===== src/srpm_pkg.sv =====
// constants and types for the refresh and power-mode block
package srpm_pkg;

    // command codes {cs_n, ras_n, cas_n, we_n}
    localparam logic [3:0] CMD_NOP     = 4'h7;
    localparam logic [3:0] CMD_REFRESH = 4'h1;
    localparam logic [3:0] CMD_DPD     = 4'h6;
    localparam logic [3:0] CMD_INH_BIT = 4'h8;

    localparam int unsigned CLK_MHZ        = 25;
    localparam int unsigned SELF_TICK_NS   = 7800;
    localparam int unsigned SELF_TICK_CYC  = (SELF_TICK_NS * CLK_MHZ) / 1000;
    localparam int unsigned RFC_NS         = 72;
    localparam int unsigned RFC_CYC        = (RFC_NS * CLK_MHZ + 999) / 1000;
    localparam int unsigned ROW_BITS       = 13;

    typedef enum logic [2:0] {
        SRPM_ACTIVE,
        SRPM_POWER_DOWN,
        SRPM_SELF_REFRESH,
        SRPM_DEEP_POWER_DOWN,
        SRPM_CLOCK_SUSPEND
    } srpm_state_t;

endpackage : srpm_pkg


===== src/srpm_tick.sv =====
`timescale 1ns/1ps
// internal self-refresh oscillator stand-in: periodic pulse while enabled
module srpm_tick
    import srpm_pkg::*;
#(
    parameter int unsigned PERIOD = SELF_TICK_CYC
) (
    input  wire logic i_mclk,
    input  wire logic i_rst_n,
    input  wire logic i_ce,
    input  wire logic i_run,
    output logic      o_tick
);
    localparam int unsigned W = (PERIOD > 1) ? $clog2(PERIOD) : 1;

    initial begin
        if (PERIOD < 1) $error("srpm_tick: PERIOD must be at least 1");
    end

    logic [W-1:0] count;

    always_ff @(posedge i_mclk or negedge i_rst_n) begin
        if (!i_rst_n) begin
            count  <= '0;
            o_tick <= 1'b0;
        end else if (i_ce) begin
            o_tick <= 1'b0;
            if (!i_run) begin
                count <= '0;
            end else if (count == W'(PERIOD - 1)) begin
                count  <= '0;
                o_tick <= 1'b1;
            end else begin
                count <= count + W'(1);
            end
        end
    end

endmodule : srpm_tick


===== src/srpm_top.sv =====
`timescale 1ns/1ps
// refresh, power-down, deep power-down and clock-suspend state handling
module srpm_top
    import srpm_pkg::*;
#(
    parameter int unsigned ROWS_W   = ROW_BITS,
    parameter int unsigned TICK_CYC = SELF_TICK_CYC
) (
    input  wire logic              i_mclk,
    input  wire logic              i_rst_n,
    input  wire logic              i_ce,
    input  wire logic              i_cke,
    input  wire logic              i_cs_n,
    input  wire logic              i_ras_n,
    input  wire logic              i_cas_n,
    input  wire logic              i_we_n,
    input  wire logic              i_any_open,
    input  wire logic              i_burst_busy,
    output logic [2:0]             o_state,
    output logic                   o_refresh_pulse,
    output logic [ROWS_W-1:0]      o_refresh_row,
    output logic                   o_buffers_on,
    output logic                   o_internal_clk_en,
    output logic                   o_array_powered,
    output logic                   o_active_pd,
    output logic                   o_need_init
);
    initial begin
        if (ROWS_W < 1 || ROWS_W > 16) $error("srpm_top: ROWS_W out of range");
        if (TICK_CYC < RFC_CYC) $error("srpm_top: TICK_CYC below refresh cycle");
    end

    // ------------------------------------------------------------
    // reset release and input synchronisers
    // ------------------------------------------------------------
    logic rst_meta;
    logic rst_n;

    always_ff @(posedge i_mclk or negedge i_rst_n) begin
        if (!i_rst_n) begin
            rst_meta <= 1'b0;
            rst_n    <= 1'b0;
        end else begin
            rst_meta <= 1'b1;
            rst_n    <= rst_meta;
        end
    end

    logic [6:0] pin_meta;
    logic [6:0] pin_sync;

    always_ff @(posedge i_mclk or negedge rst_n) begin
        if (!rst_n) begin
            // idle level: clock enable high, command inhibit
            pin_meta <= 7'h4F;
            pin_sync <= 7'h4F;
        end else if (i_ce) begin
            pin_meta <= {i_cke, i_any_open, i_burst_busy, i_cs_n, i_ras_n, i_cas_n, i_we_n};
            pin_sync <= pin_meta;
        end
    end

    logic       cke;
    logic       any_open;
    logic       burst_busy;
    logic [3:0] cmd;

    assign cke        = pin_sync[6];
    assign any_open   = pin_sync[5];
    assign burst_busy = pin_sync[4];
    assign cmd        = pin_sync[3:0];

    function automatic logic is_idle_cmd(input logic [3:0] c);
        is_idle_cmd = c[3] || (c == CMD_NOP);
    endfunction : is_idle_cmd

    // ------------------------------------------------------------
    // power state
    // ------------------------------------------------------------
    srpm_state_t state;
    srpm_state_t next_state;
    logic        self_tick;
    logic        rfc_busy;

    always_comb begin
        next_state = state;
        unique case (state)
            SRPM_ACTIVE: begin
                if (!cke && burst_busy) begin
                    next_state = SRPM_CLOCK_SUSPEND;
                end else if (!cke && cmd == CMD_REFRESH && !any_open) begin
                    next_state = SRPM_SELF_REFRESH;
                end else if (!cke && cmd == CMD_DPD && !any_open) begin
                    next_state = SRPM_DEEP_POWER_DOWN;
                end else if (!cke && is_idle_cmd(cmd) && !rfc_busy) begin
                    next_state = SRPM_POWER_DOWN;
                end
            end
            SRPM_POWER_DOWN: begin
                if (cke && is_idle_cmd(cmd)) next_state = SRPM_ACTIVE;
            end
            SRPM_SELF_REFRESH: begin
                if (cke) next_state = SRPM_ACTIVE;
            end
            SRPM_DEEP_POWER_DOWN: begin
                if (cke) next_state = SRPM_ACTIVE;
            end
            SRPM_CLOCK_SUSPEND: begin
                if (cke) next_state = SRPM_ACTIVE;
            end
            default: next_state = SRPM_ACTIVE;
        endcase
    end

    always_ff @(posedge i_mclk or negedge rst_n) begin
        if (!rst_n) begin
            state <= SRPM_ACTIVE;
        end else if (i_ce) begin
            state <= next_state;
        end
    end

    // ------------------------------------------------------------
    // refresh row counter and refresh cycle timing
    // ------------------------------------------------------------
    localparam int unsigned RW = (RFC_CYC > 1) ? $clog2(RFC_CYC + 1) : 1;

    logic [RW-1:0] rfc_count;
    logic          auto_ref;
    logic          do_refresh;

    assign auto_ref   = (state == SRPM_ACTIVE) && cke && (cmd == CMD_REFRESH) && !rfc_busy;
    assign do_refresh = auto_ref || (state == SRPM_SELF_REFRESH && self_tick && !rfc_busy);
    assign rfc_busy   = (rfc_count != '0);

    srpm_tick #(
        .PERIOD (TICK_CYC)
    ) u_tick (
        .i_mclk (i_mclk),
        .i_rst_n(rst_n),
        .i_ce   (i_ce),
        .i_run  (state == SRPM_SELF_REFRESH),
        .o_tick (self_tick)
    );

    always_ff @(posedge i_mclk or negedge rst_n) begin
        if (!rst_n) begin
            rfc_count <= '0;
        end else if (i_ce) begin
            if (do_refresh) begin
                rfc_count <= RW'(RFC_CYC);
            end else if (rfc_busy) begin
                rfc_count <= rfc_count - RW'(1);
            end
        end
    end

    always_ff @(posedge i_mclk or negedge rst_n) begin
        if (!rst_n) begin
            o_refresh_row   <= '0;
            o_refresh_pulse <= 1'b0;
        end else if (i_ce) begin
            o_refresh_pulse <= do_refresh;
            if (do_refresh) begin
                o_refresh_row <= o_refresh_row + ROWS_W'(1);
            end
        end
    end

    // ------------------------------------------------------------
    // mode outputs
    // ------------------------------------------------------------
    always_ff @(posedge i_mclk or negedge rst_n) begin
        if (!rst_n) begin
            o_state <= 3'h0;
        end else if (i_ce) begin
            o_state <= next_state;
        end
    end

    // buffers stay on only while active or in clock suspend
    always_ff @(posedge i_mclk or negedge rst_n) begin
        if (!rst_n) begin
            o_buffers_on <= 1'b1;
        end else if (i_ce) begin
            o_buffers_on <= (next_state == SRPM_ACTIVE) ||
                            (next_state == SRPM_CLOCK_SUSPEND);
        end
    end

    always_ff @(posedge i_mclk or negedge rst_n) begin
        if (!rst_n) begin
            o_internal_clk_en <= 1'b1;
        end else if (i_ce) begin
            o_internal_clk_en <= (next_state == SRPM_ACTIVE);
        end
    end

    always_ff @(posedge i_mclk or negedge rst_n) begin
        if (!rst_n) begin
            o_array_powered <= 1'b1;
        end else if (i_ce) begin
            o_array_powered <= (next_state != SRPM_DEEP_POWER_DOWN);
        end
    end

    always_ff @(posedge i_mclk or negedge rst_n) begin
        if (!rst_n) begin
            o_active_pd <= 1'b0;
        end else if (i_ce) begin
            if (state == SRPM_ACTIVE && next_state == SRPM_POWER_DOWN) begin
                o_active_pd <= any_open;
            end else if (next_state != SRPM_POWER_DOWN) begin
                o_active_pd <= 1'b0;
            end
        end
    end

    always_ff @(posedge i_mclk or negedge rst_n) begin
        if (!rst_n) begin
            o_need_init <= 1'b0;
        end else if (i_ce) begin
            if (next_state == SRPM_DEEP_POWER_DOWN) begin
                o_need_init <= 1'b1;
            end else if (state == SRPM_ACTIVE && cke && cmd == CMD_REFRESH) begin
                o_need_init <= 1'b0;
            end
        end
    end

endmodule : srpm_top


===== config.mk =====
export PLATFORM = sky130hd
export DESIGN_NAME = srpm_top
export DESIGN_NICKNAME = d
export VERILOG_FILES = /design/src/srpm_pkg.sv /design/src/srpm_tick.sv /design/src/srpm_top.sv
export SDC_FILE = /design/constraint.sdc
export NUM_CORES = 1
export LEC_CHECK = 0
export BUFFER_PORTS_ARGS = -buffer_cell sky130_fd_sc_hd__buf_4
export CORE_ASPECT_RATIO = 1.2
export CORE_MARGIN = 2
export CORE_UTILIZATION = 40
export DETAILED_ROUTE_END_ITERATION = 10
export HOLD_SLACK_MARGIN = 0.15
export PLACE_DENSITY = 0.69
export REMOVE_ABC_BUFFERS = 1
export SLEW_MARGIN = 40
export SYNTH_ARGS = -nofsm -noshare
export SYNTH_HDL_FRONTEND = slang
export SYNTH_SLANG_ARGS = --single-unit

===== constraint.sdc =====
create_clock -name i_mclk -period 1.4 [get_ports i_mclk]
set_input_delay 0.28 -clock i_mclk [delete_from_list [all_inputs] [get_ports i_mclk]]
set_output_delay 0.28 -clock i_mclk [all_outputs]
set_load 0.03 [all_outputs]

==> implementation parameters, run 1 <==
Parameter                              Value

Die
  Initial Utilization    0.417
  Die Y    around 88 um
  Core Area    0.00571 mm^2
  I/O pin total    32
  Die area    ~0.0066 mm^2
  Number of rows in the core area    30
  Die X-Extent    between 70 and 80 um

Power and ir drop
  Largest voltage drop on the vdd net    slightly above 0.0006 V
  PwrDens    roughly 1100 mW/mm^2
  Overall power consumption    about 4 mW
  Leakage power    roughly 1.7 nW

Detailed routing
  Via count    1866
  Count of nets left with antenna violations after detail routing    0
  Total Routed Length    approximately 5600 um
  Vias per std cell    5.15
  DR iter-0 viols    between 90 and 100
  Drt wl/cell    15.4 um
  Initial DRT Pass Iterations    4
  DRC errors left    0

Job
  MaxCap Viol Count    0

Clocking
  Clock latency on the worst-skew pair    about 0.30 ns
  Cell chosen for the clock root    clkbuf_8
  Maximum number of buffers from clock root to sink    2
  Clock-pin transition on the worst setup and hold timing paths    0.09 ns
  Htree depth    2
  CTS tree    yes
  Num Clock Sinks    about 50
  Cts bufs inserted    5

STA
  Number of pins with negative max-slew slack in the final report    0
  Post-layout min period    1.72 ns
  Maximum clock skew at final layout    0.00649 ns
  Timing-limited maximum frequency    0.581 GHz
  Final worst hold slack    about 0.19 ns
  RSZ-0062 raised after global routing    true
  # setup viols final    31
  Setup slack after layout    -0.321 ns
  Final Cycle Share    1.23
  Final hold violation count    0
  Post-Route Setup TNS    -5.16 ns

Worst setup path
  List of cells traversed by the critical path    and3b_2 > a221o_1 > a31o_4 > a32o_1
  Maximum fanout count along the critical path    3
  Crit. End Element    flip-flop
  Biggest cell delay along the critical path    around 0.55 ns
  Endpoint arrival time on the critical path    approximately 1.9 ns
  Crit-path slowest cell    dfstp_2
  Classification of the worst setup path    reg -> reg
  Data required time of the worst path    1.60 ns
  Launch point of the critical path    pin_sync[0]
  Critical R2R Launch    pin_sync[0]
  Startpoint types    flip-flop

Synthesis
  Proportion of synthesized flip-flops having asynchronous set or reset    1.00
  Count of different cell masters after synthesis    53
  Post-Syn Area per Cell    11.5 um^2
  Cell area after synthesis    0.00238 mm^2
  Sequential cell area fraction in the yosys report    0.522
  Number of enable-type register cells in the synthesized netlist    0
  Cell count after synthesis    207
  Number of synthesized register bits    approximately 50
  Predominant post-synthesis flop cell    dfrtp_1
  Count of synthesis-stage warnings from yosys    0

Placed design
  Global placer's final weighted congestion    about 0.80
  Port Buffers    31
  Area post-placement    around 0.0030 mm^2
  Detailed placement HPWL    between 3000 and 4000 um
  Minimum setup slack after placement    -0.339 ns

Global route
  Antenna violations before repair    0
  Residual overflow from global routing    0
  Wire length of the first global-routing pass    between 8000 and 9000 um
  Combined global-route utilization of all metal layers    0.174
  Maximum number of pins on one net before global-route repair    34
  Via count of the first global-routing pass    1923

Run status
  Result of the run    finished with violations
  Violations in the final reports    negative setup slack

Cells and area
  # nets final    295
  Multi-input gate area in the final layout    0.00139 mm^2
  Fraction of layout instances using a drive strength above 1    0.582
  Fillers    roughly 470
  # diodes    0
  Area Growth Syn to Fin    46.5%
  Post-route cell area    about 0.0035 mm^2
  Register Area    between 0.001 and 0.0015 mm^2

Min path
  Worst Hold Class    reg -> async
==> per-layer routing <==
layer / wire, um / GRT usage
met5: 0 / 0
met2: 2980 / 0.310
met3: 139 / 0.0319
met1: 2420 / 0.216
met4: 45 / 0.0455
==> critical path: cells and delay by family (launching register included) <==
kind | cells | cell delay (ns)
compound gates | 3 | 0.85
flops | 1 | 0.55
simple gates | 1 | 0.21
==> logic make-up after synthesis <==
family | count (synthesis) | synth area share
AOI/OAI and AO/OA | 39 | 0.119
xor gates and xnor gates | 14 | 0.0515
adders and majority gates | 4 | 0.0210
buffers and inverters | 17 | 0.0358
DFF | 49 | 0.522
muxes | 17 | 0.0783
other | 1 | 0.00158
and+or+nand+nor | 66 | 0.171
==> what timing repair did <==
action / in CTS / in global routing
hold buffers: 1 / 0
pin swaps: 30 / 22
setup buffers: 2 / 3
hold endpoints to repair: 2 / 0
resized for setup: 42 / 39
endpoints found under the setup margin: 31 / 32
==> layout make-up <==
class | instances | share of cell area
multi-input cells | 141 | 0.399
flip-flops and latches | 49 | 0.358
repair buffers | 75 | 0.180
well taps | 80 | 0.0287
clock buffers | 6 | 0.0208
inverters | 9 | 0.00969
clock inverters | 2 | 0.00287
==> cell usage in the layout (no fill, tap or decap), drive strengths merged, types with 8 or more instances in the layout <==
| cell type | count |
|---|---|
| nor2 | 8 |
| dfrtp | 36 |
| inv | 9 |
| mux2 | 13 |
| nand3 | 9 |
| xor2 | 12 |
| dfstp | 13 |
| buf | 74 |
| nor3 | 8 |
| o21ai | 11 |
| nand2 | 13 |
==> through the flow <==
stage | std cells | utilization
5_1_grt | 362 | 0.611
3_5_place_dp | 348 | 0.521
6_report | 362 | 0.611
3_3_place_gp | 348 | 0.521
2_1_floorplan | 199 | -
4_1_cts | 359 | 0.579
==> cells in the mapped netlist, drive strengths merged (6+ instances only) <==
library cell  instances  area, um^2
o21ai                11        55.1
inv                   9        33.8
nand2                13        48.8
nand3                 9        45.0
xor2                 12         105
mux2                 13         146
nor2                  8        30.0
nor4                  6        62.6
dfrtp                36         901
a21oi                 6        30.0
nor3                  8        45.0
dfstp                13         342
==> final timing paths <==
check	cells after the start	endpoint	slack, ns
setup / recovery	4	o_need_init	-0.32
hold / removal	0	o_refresh_row[6]	0.19
setup reg to reg	4	o_need_init	-0.32
hold reg to reg	0	o_refresh_row[6]	0.19
max in group asynchronous	1	pin_meta[1]	0.64
min in group i_mclk	2	pin_meta[3]	0.20
==> registers in the layout, indices dropped and copies added (netlist names) <==
register and count:
o_refresh_row 13, u_tick.count 8, pin_meta 7, pin_sync 7
o_state 3, rfc_count 2, o_active_pd 1, o_array_powered 1
o_buffers_on 1, o_internal_clk_en 1, o_need_init 1, o_refresh_pulse 1
rst_meta 1, rst_n 1, u_tick.o_tick 1
==> power breakdown <==
group | switching, mW | total, mW | internal (mW)
logic | 0.721 | 1.39 | 0.671
clock network | 0.476 | 0.823 | 0.348
registers | 0.156 | 1.78 | 1.62
(Power assumes the default switching activity.)
==> inputs of run 2 (changes only) <==
Settings changed: ABC_AREA set to 1, BUFFER_PORTS_ARGS -buffer_cell sky130_fd_sc_hd__buf_4 to unset, DONT_BUFFER_PORTS set to 1, PLACE_DENSITY 0.69 to 0.64.
==> implementation parameters, run 2 <==
Parameter                              Value

Worst setup path
  Crit. End Element    flip-flop
  Data required time of the worst path    1.62 ns (+0.02 ns)
  Biggest cell delay along the critical path    0.47 ns (-0.08 ns)
  Depth of the worst register-to-register path    10 (+6)
  Critical R2R Launch    o_state[1]
  Endpoint arrival time on the critical path    1.73 ns (-0.19 ns)
  Crit-path slowest cell    dfrtp_2
  Maximum fanout count along the critical path    7 (+4)
  List of cells traversed by the critical path    nor2_4 > nand2_4 > nor2_4 > nand3_2 > o21ai_4 > nand2_8 > inv_8 > nand2_2 > nand2_1 > nand2_1
  Classification of the worst setup path    reg -> reg
  Startpoint types    flip-flop
  Minimum setup slack among reg-to-reg paths    -0.11 ns (+0.21 ns)
  End of the worst register-to-register path    o_refresh_row[5]

Synthesis
  Number of synthesized register bits    49 (unchanged)
  Post-Syn Area per Cell    8.25 um^2 (-28%)
  Yosys top cell area share    0.365 (-0.0134)
  Cell area after synthesis    0.00247 mm^2 (+3.7%)
  Top-count cell post-synth    nand2_1
  Proportion of synthesized flip-flops having asynchronous set or reset    1.00 (unchanged)
  Count of synthesis-stage warnings from yosys    0 (unchanged)
  Cell count after synthesis    299 (+44%)
  Predominant post-synthesis flop cell    dfrtp_1
  Library cell with the largest summed area after synthesis    dfrtp_1
  Main area contributors after synthesis    dfrtp_1 37%, nand2_1 15%, dfstp_2 14%
  Count of different cell masters after synthesis    33 (-38%)
  Leading post-synthesis cells by instance count    96 x nand2_1, 36 x dfrtp_1, 34 x inv_1
  Number of enable-type register cells in the synthesized netlist    0 (unchanged)
  Sequential cell area fraction in the yosys report    0.504 (-0.0185)

Detailed routing
  Vias per std cell    4.95 (-4.0%)
  DRC errors left    0 (unchanged)
  Via count    2251 (+21%)
  Initial DRT Pass Iterations    4 (unchanged)
  Count of nets left with antenna violations after detail routing    0 (unchanged)
  Drt wl/cell    13.7 um (-11%)
  Total Routed Length    6240 um (+12%)
  DR iter-0 viols    93 (-1.1%)

Clocking
  Clock-pin transition on the worst setup and hold timing paths    0.10 ns (about the same)
  Cell chosen for the clock root    clkbuf_8
  Num Clock Sinks    49 (unchanged)
  Cts bufs inserted    5 (unchanged)
  Maximum number of buffers from clock root to sink    2 (unchanged)
  Htree depth    2 (unchanged)
  Clock latency on the worst-skew pair    0.32 ns (+0.02 ns)
  CTS tree    yes

STA
  Worst slew margin    0.626
  Final worst hold slack    0.132 ns (-0.0573 ns)
  Post-layout min period    1.51 ns (-0.206 ns)
  Post-Route Setup TNS    -0.899 ns (+4.26 ns)
  Timing-limited maximum frequency    0.660 GHz (+14%)
  Setup slack after layout    -0.115 ns (+0.206 ns)
  Measured slew at the worst slew-check pin    about 0.56 ns
  # setup viols final    23 (-26%)
  Final Cycle Share    1.08 (-0.147)
  RSZ-0062 raised after global routing    true
  Final hold violation count    0 (unchanged)
  Maximum clock skew at final layout    0.00586 ns (-0.000634 ns)
  Number of pins with negative max-slew slack in the final report    0 (unchanged)

Die
  Number of rows in the core area    31 (+3.3%)
  Die X-Extent    75.7 um (+1.7%)
  Initial Utilization    0.410 (-0.00670)
  Core Area    0.00601 mm^2 (+5.4%)
  Die area    0.00682 mm^2 (+3.5%)
  I/O pin total    32 (unchanged)
  Die Y    90.0 um (+1.7%)

Cells and area
  Fraction of layout instances using a drive strength above 1    0.421 (-0.161)
  # nets final    386 (+31%)
  Number of flip-flops in the largest register    13 (unchanged)
  Most frequent cells in the layout    70 x nand2_1, 47 x buf_4, 34 x dfrtp_1
  Largest registers    o_refresh_row: 13 flops, u_tick.count: 8 flops
  # diodes    0 (unchanged)
  Commonest non-fill, non-tap cell in the layout    nand2_1
  Reg with most FFs    o_refresh_row
  Area Growth Syn to Fin    43.7%

Global route
  Antenna violations before repair    0 (unchanged)
  Wire length of the first global-routing pass    9920 um (+12%)
  Residual overflow from global routing    0 (unchanged)
  Via count of the first global-routing pass    2266 (+18%)
  Combined global-route utilization of all metal layers    0.186 (+0.0125)
  Maximum number of pins on one net before global-route repair    48 (+41%)

Power and ir drop
  Leakage power    1.67 nW (-0.99%)
  PwrDens    1400 mW/mm^2 (+22%)
  Overall power consumption    4.96 mW (+24%)
  Largest voltage drop on the vdd net    0.000960 V (+58%)

Placed design
  Port Buffers    0 (-100%)
  Global placer's final weighted congestion    0.879 (+9.3%)
  Detailed placement HPWL    3760 um (+2.7%)

Min path
  Worst Hold Class    in -> reg
  Terminating pin of the worst hold path    rfc_count[1]
  Hold Path Stages    3
  Hold path startpoint    i_ce

Run status
  Violations in the final reports    negative setup slack
  Result of the run    finished with violations

Job
  MaxCap Viol Count    0 (unchanged)
## run 2: changes by cell type after synthesis, sizes merged, moves of 9 or more
| cell | before | now |
|---|---|---|
| nand2 | 13 | 98 |
| inv | 9 | 35 |
| nor2 | 8 | 27 |
| mux2 | 13 | 0 |
| o21ai | 11 | 21 |
| nand3 | 9 | 18 |
## run 2: kinds of logic (layout without fill, tap and decap cells)
family                   Yosys count  in the layout  synth area share
AO/OA/AOI/OAI                     33             33            0.0730
flip-flops                        49             49             0.504
XOR/XNOR                           9              9            0.0319
AND/OR/NAND/NOR                  161            162             0.295
buffers and inverters             42            115            0.0745
adder cells (fa/ha/maj)            4              4            0.0203
other                              1              1           0.00152
## run 2: cell type report
cell class              instances  area, um^2
clock buffers                   5        68.8
clock inverters                 3        21.3
fillers                       531        2470
inverters                      35         141
multi-input cells             209        1330
flip-flops and latches         49        1240
well taps                      82         103
repair buffers                 69         598
repair inverters                3        33.8
## run 2: power breakdown
part	leakage, nW	total [mW]	switching [mW]	internal, mW
Sequential	0.583	2.04	0.316	1.72
Clock	0.0445	0.868	0.513	0.355
Combinational	1.04	2.05	1.18	0.870
Total	1.67	4.96	2.01	2.95
## run 2: metal layers
metal | track usage | vias up | share of wire | wire length [um]
li1 | - | 1093 | - | -
met1 | 0.228 | 1101 | 0.40 | 2490
met2 | 0.307 | 45 | 0.53 | 3310
met3 | 0.0516 | 12 | 0.047 | 291
met4 | 0.0673 | 0 | 0.023 | 145
met5 | 0 | - | 0 | 0
## run 2: per-stage QoR
stage	instances	cell area [um^2]	setup slack, ns	utilization
floorplan	292	2420	-0.154	-
global placement	412	2820	-0.0461	0.470
detailed placement	412	2820	-0.0929	0.470
CTS	449	3210	-0.0301	0.534
global route	455	3540	-0.187	0.590
finish	455	3540	-0.115	0.590
## run 2: worst max-delay path: cells and delay by family (launching register included)
family	cells	cell delay, ns
AOI/OAI and AO/OA	1	0.13
buffers and inverters	1	0.11
DFF	1	0.47
and+or+nand+nor	8	0.71
## run 2: how the worst max path moves through the flow
stage	to	depth (start not counted)	start	slack (ns)
final	o_refresh_row[5]	10	o_state[1]	-0.11
after floorplan	o_refresh_row[12]	7	o_refresh_row[0]	-0.15
after global placement	o_internal_clk_en	10	pin_sync[0]	-0.05
after detailed placement	o_internal_clk_en	10	pin_sync[0]	-0.09
after global routing	o_refresh_row[5]	10	o_state[1]	-0.19
after CTS	o_refresh_row[4]	10	o_state[1]	-0.03
## run 2: what timing repair did
action / CTS / global route
resized for setup: 19 / 86
hold buffers: 16 / 1
cloned: 3 / 1
hold endpoints to repair: 24 / 10
setup buffers: 10 / 6
pin swaps: 16 / 25
setup endpoints to repair: 17 / 34
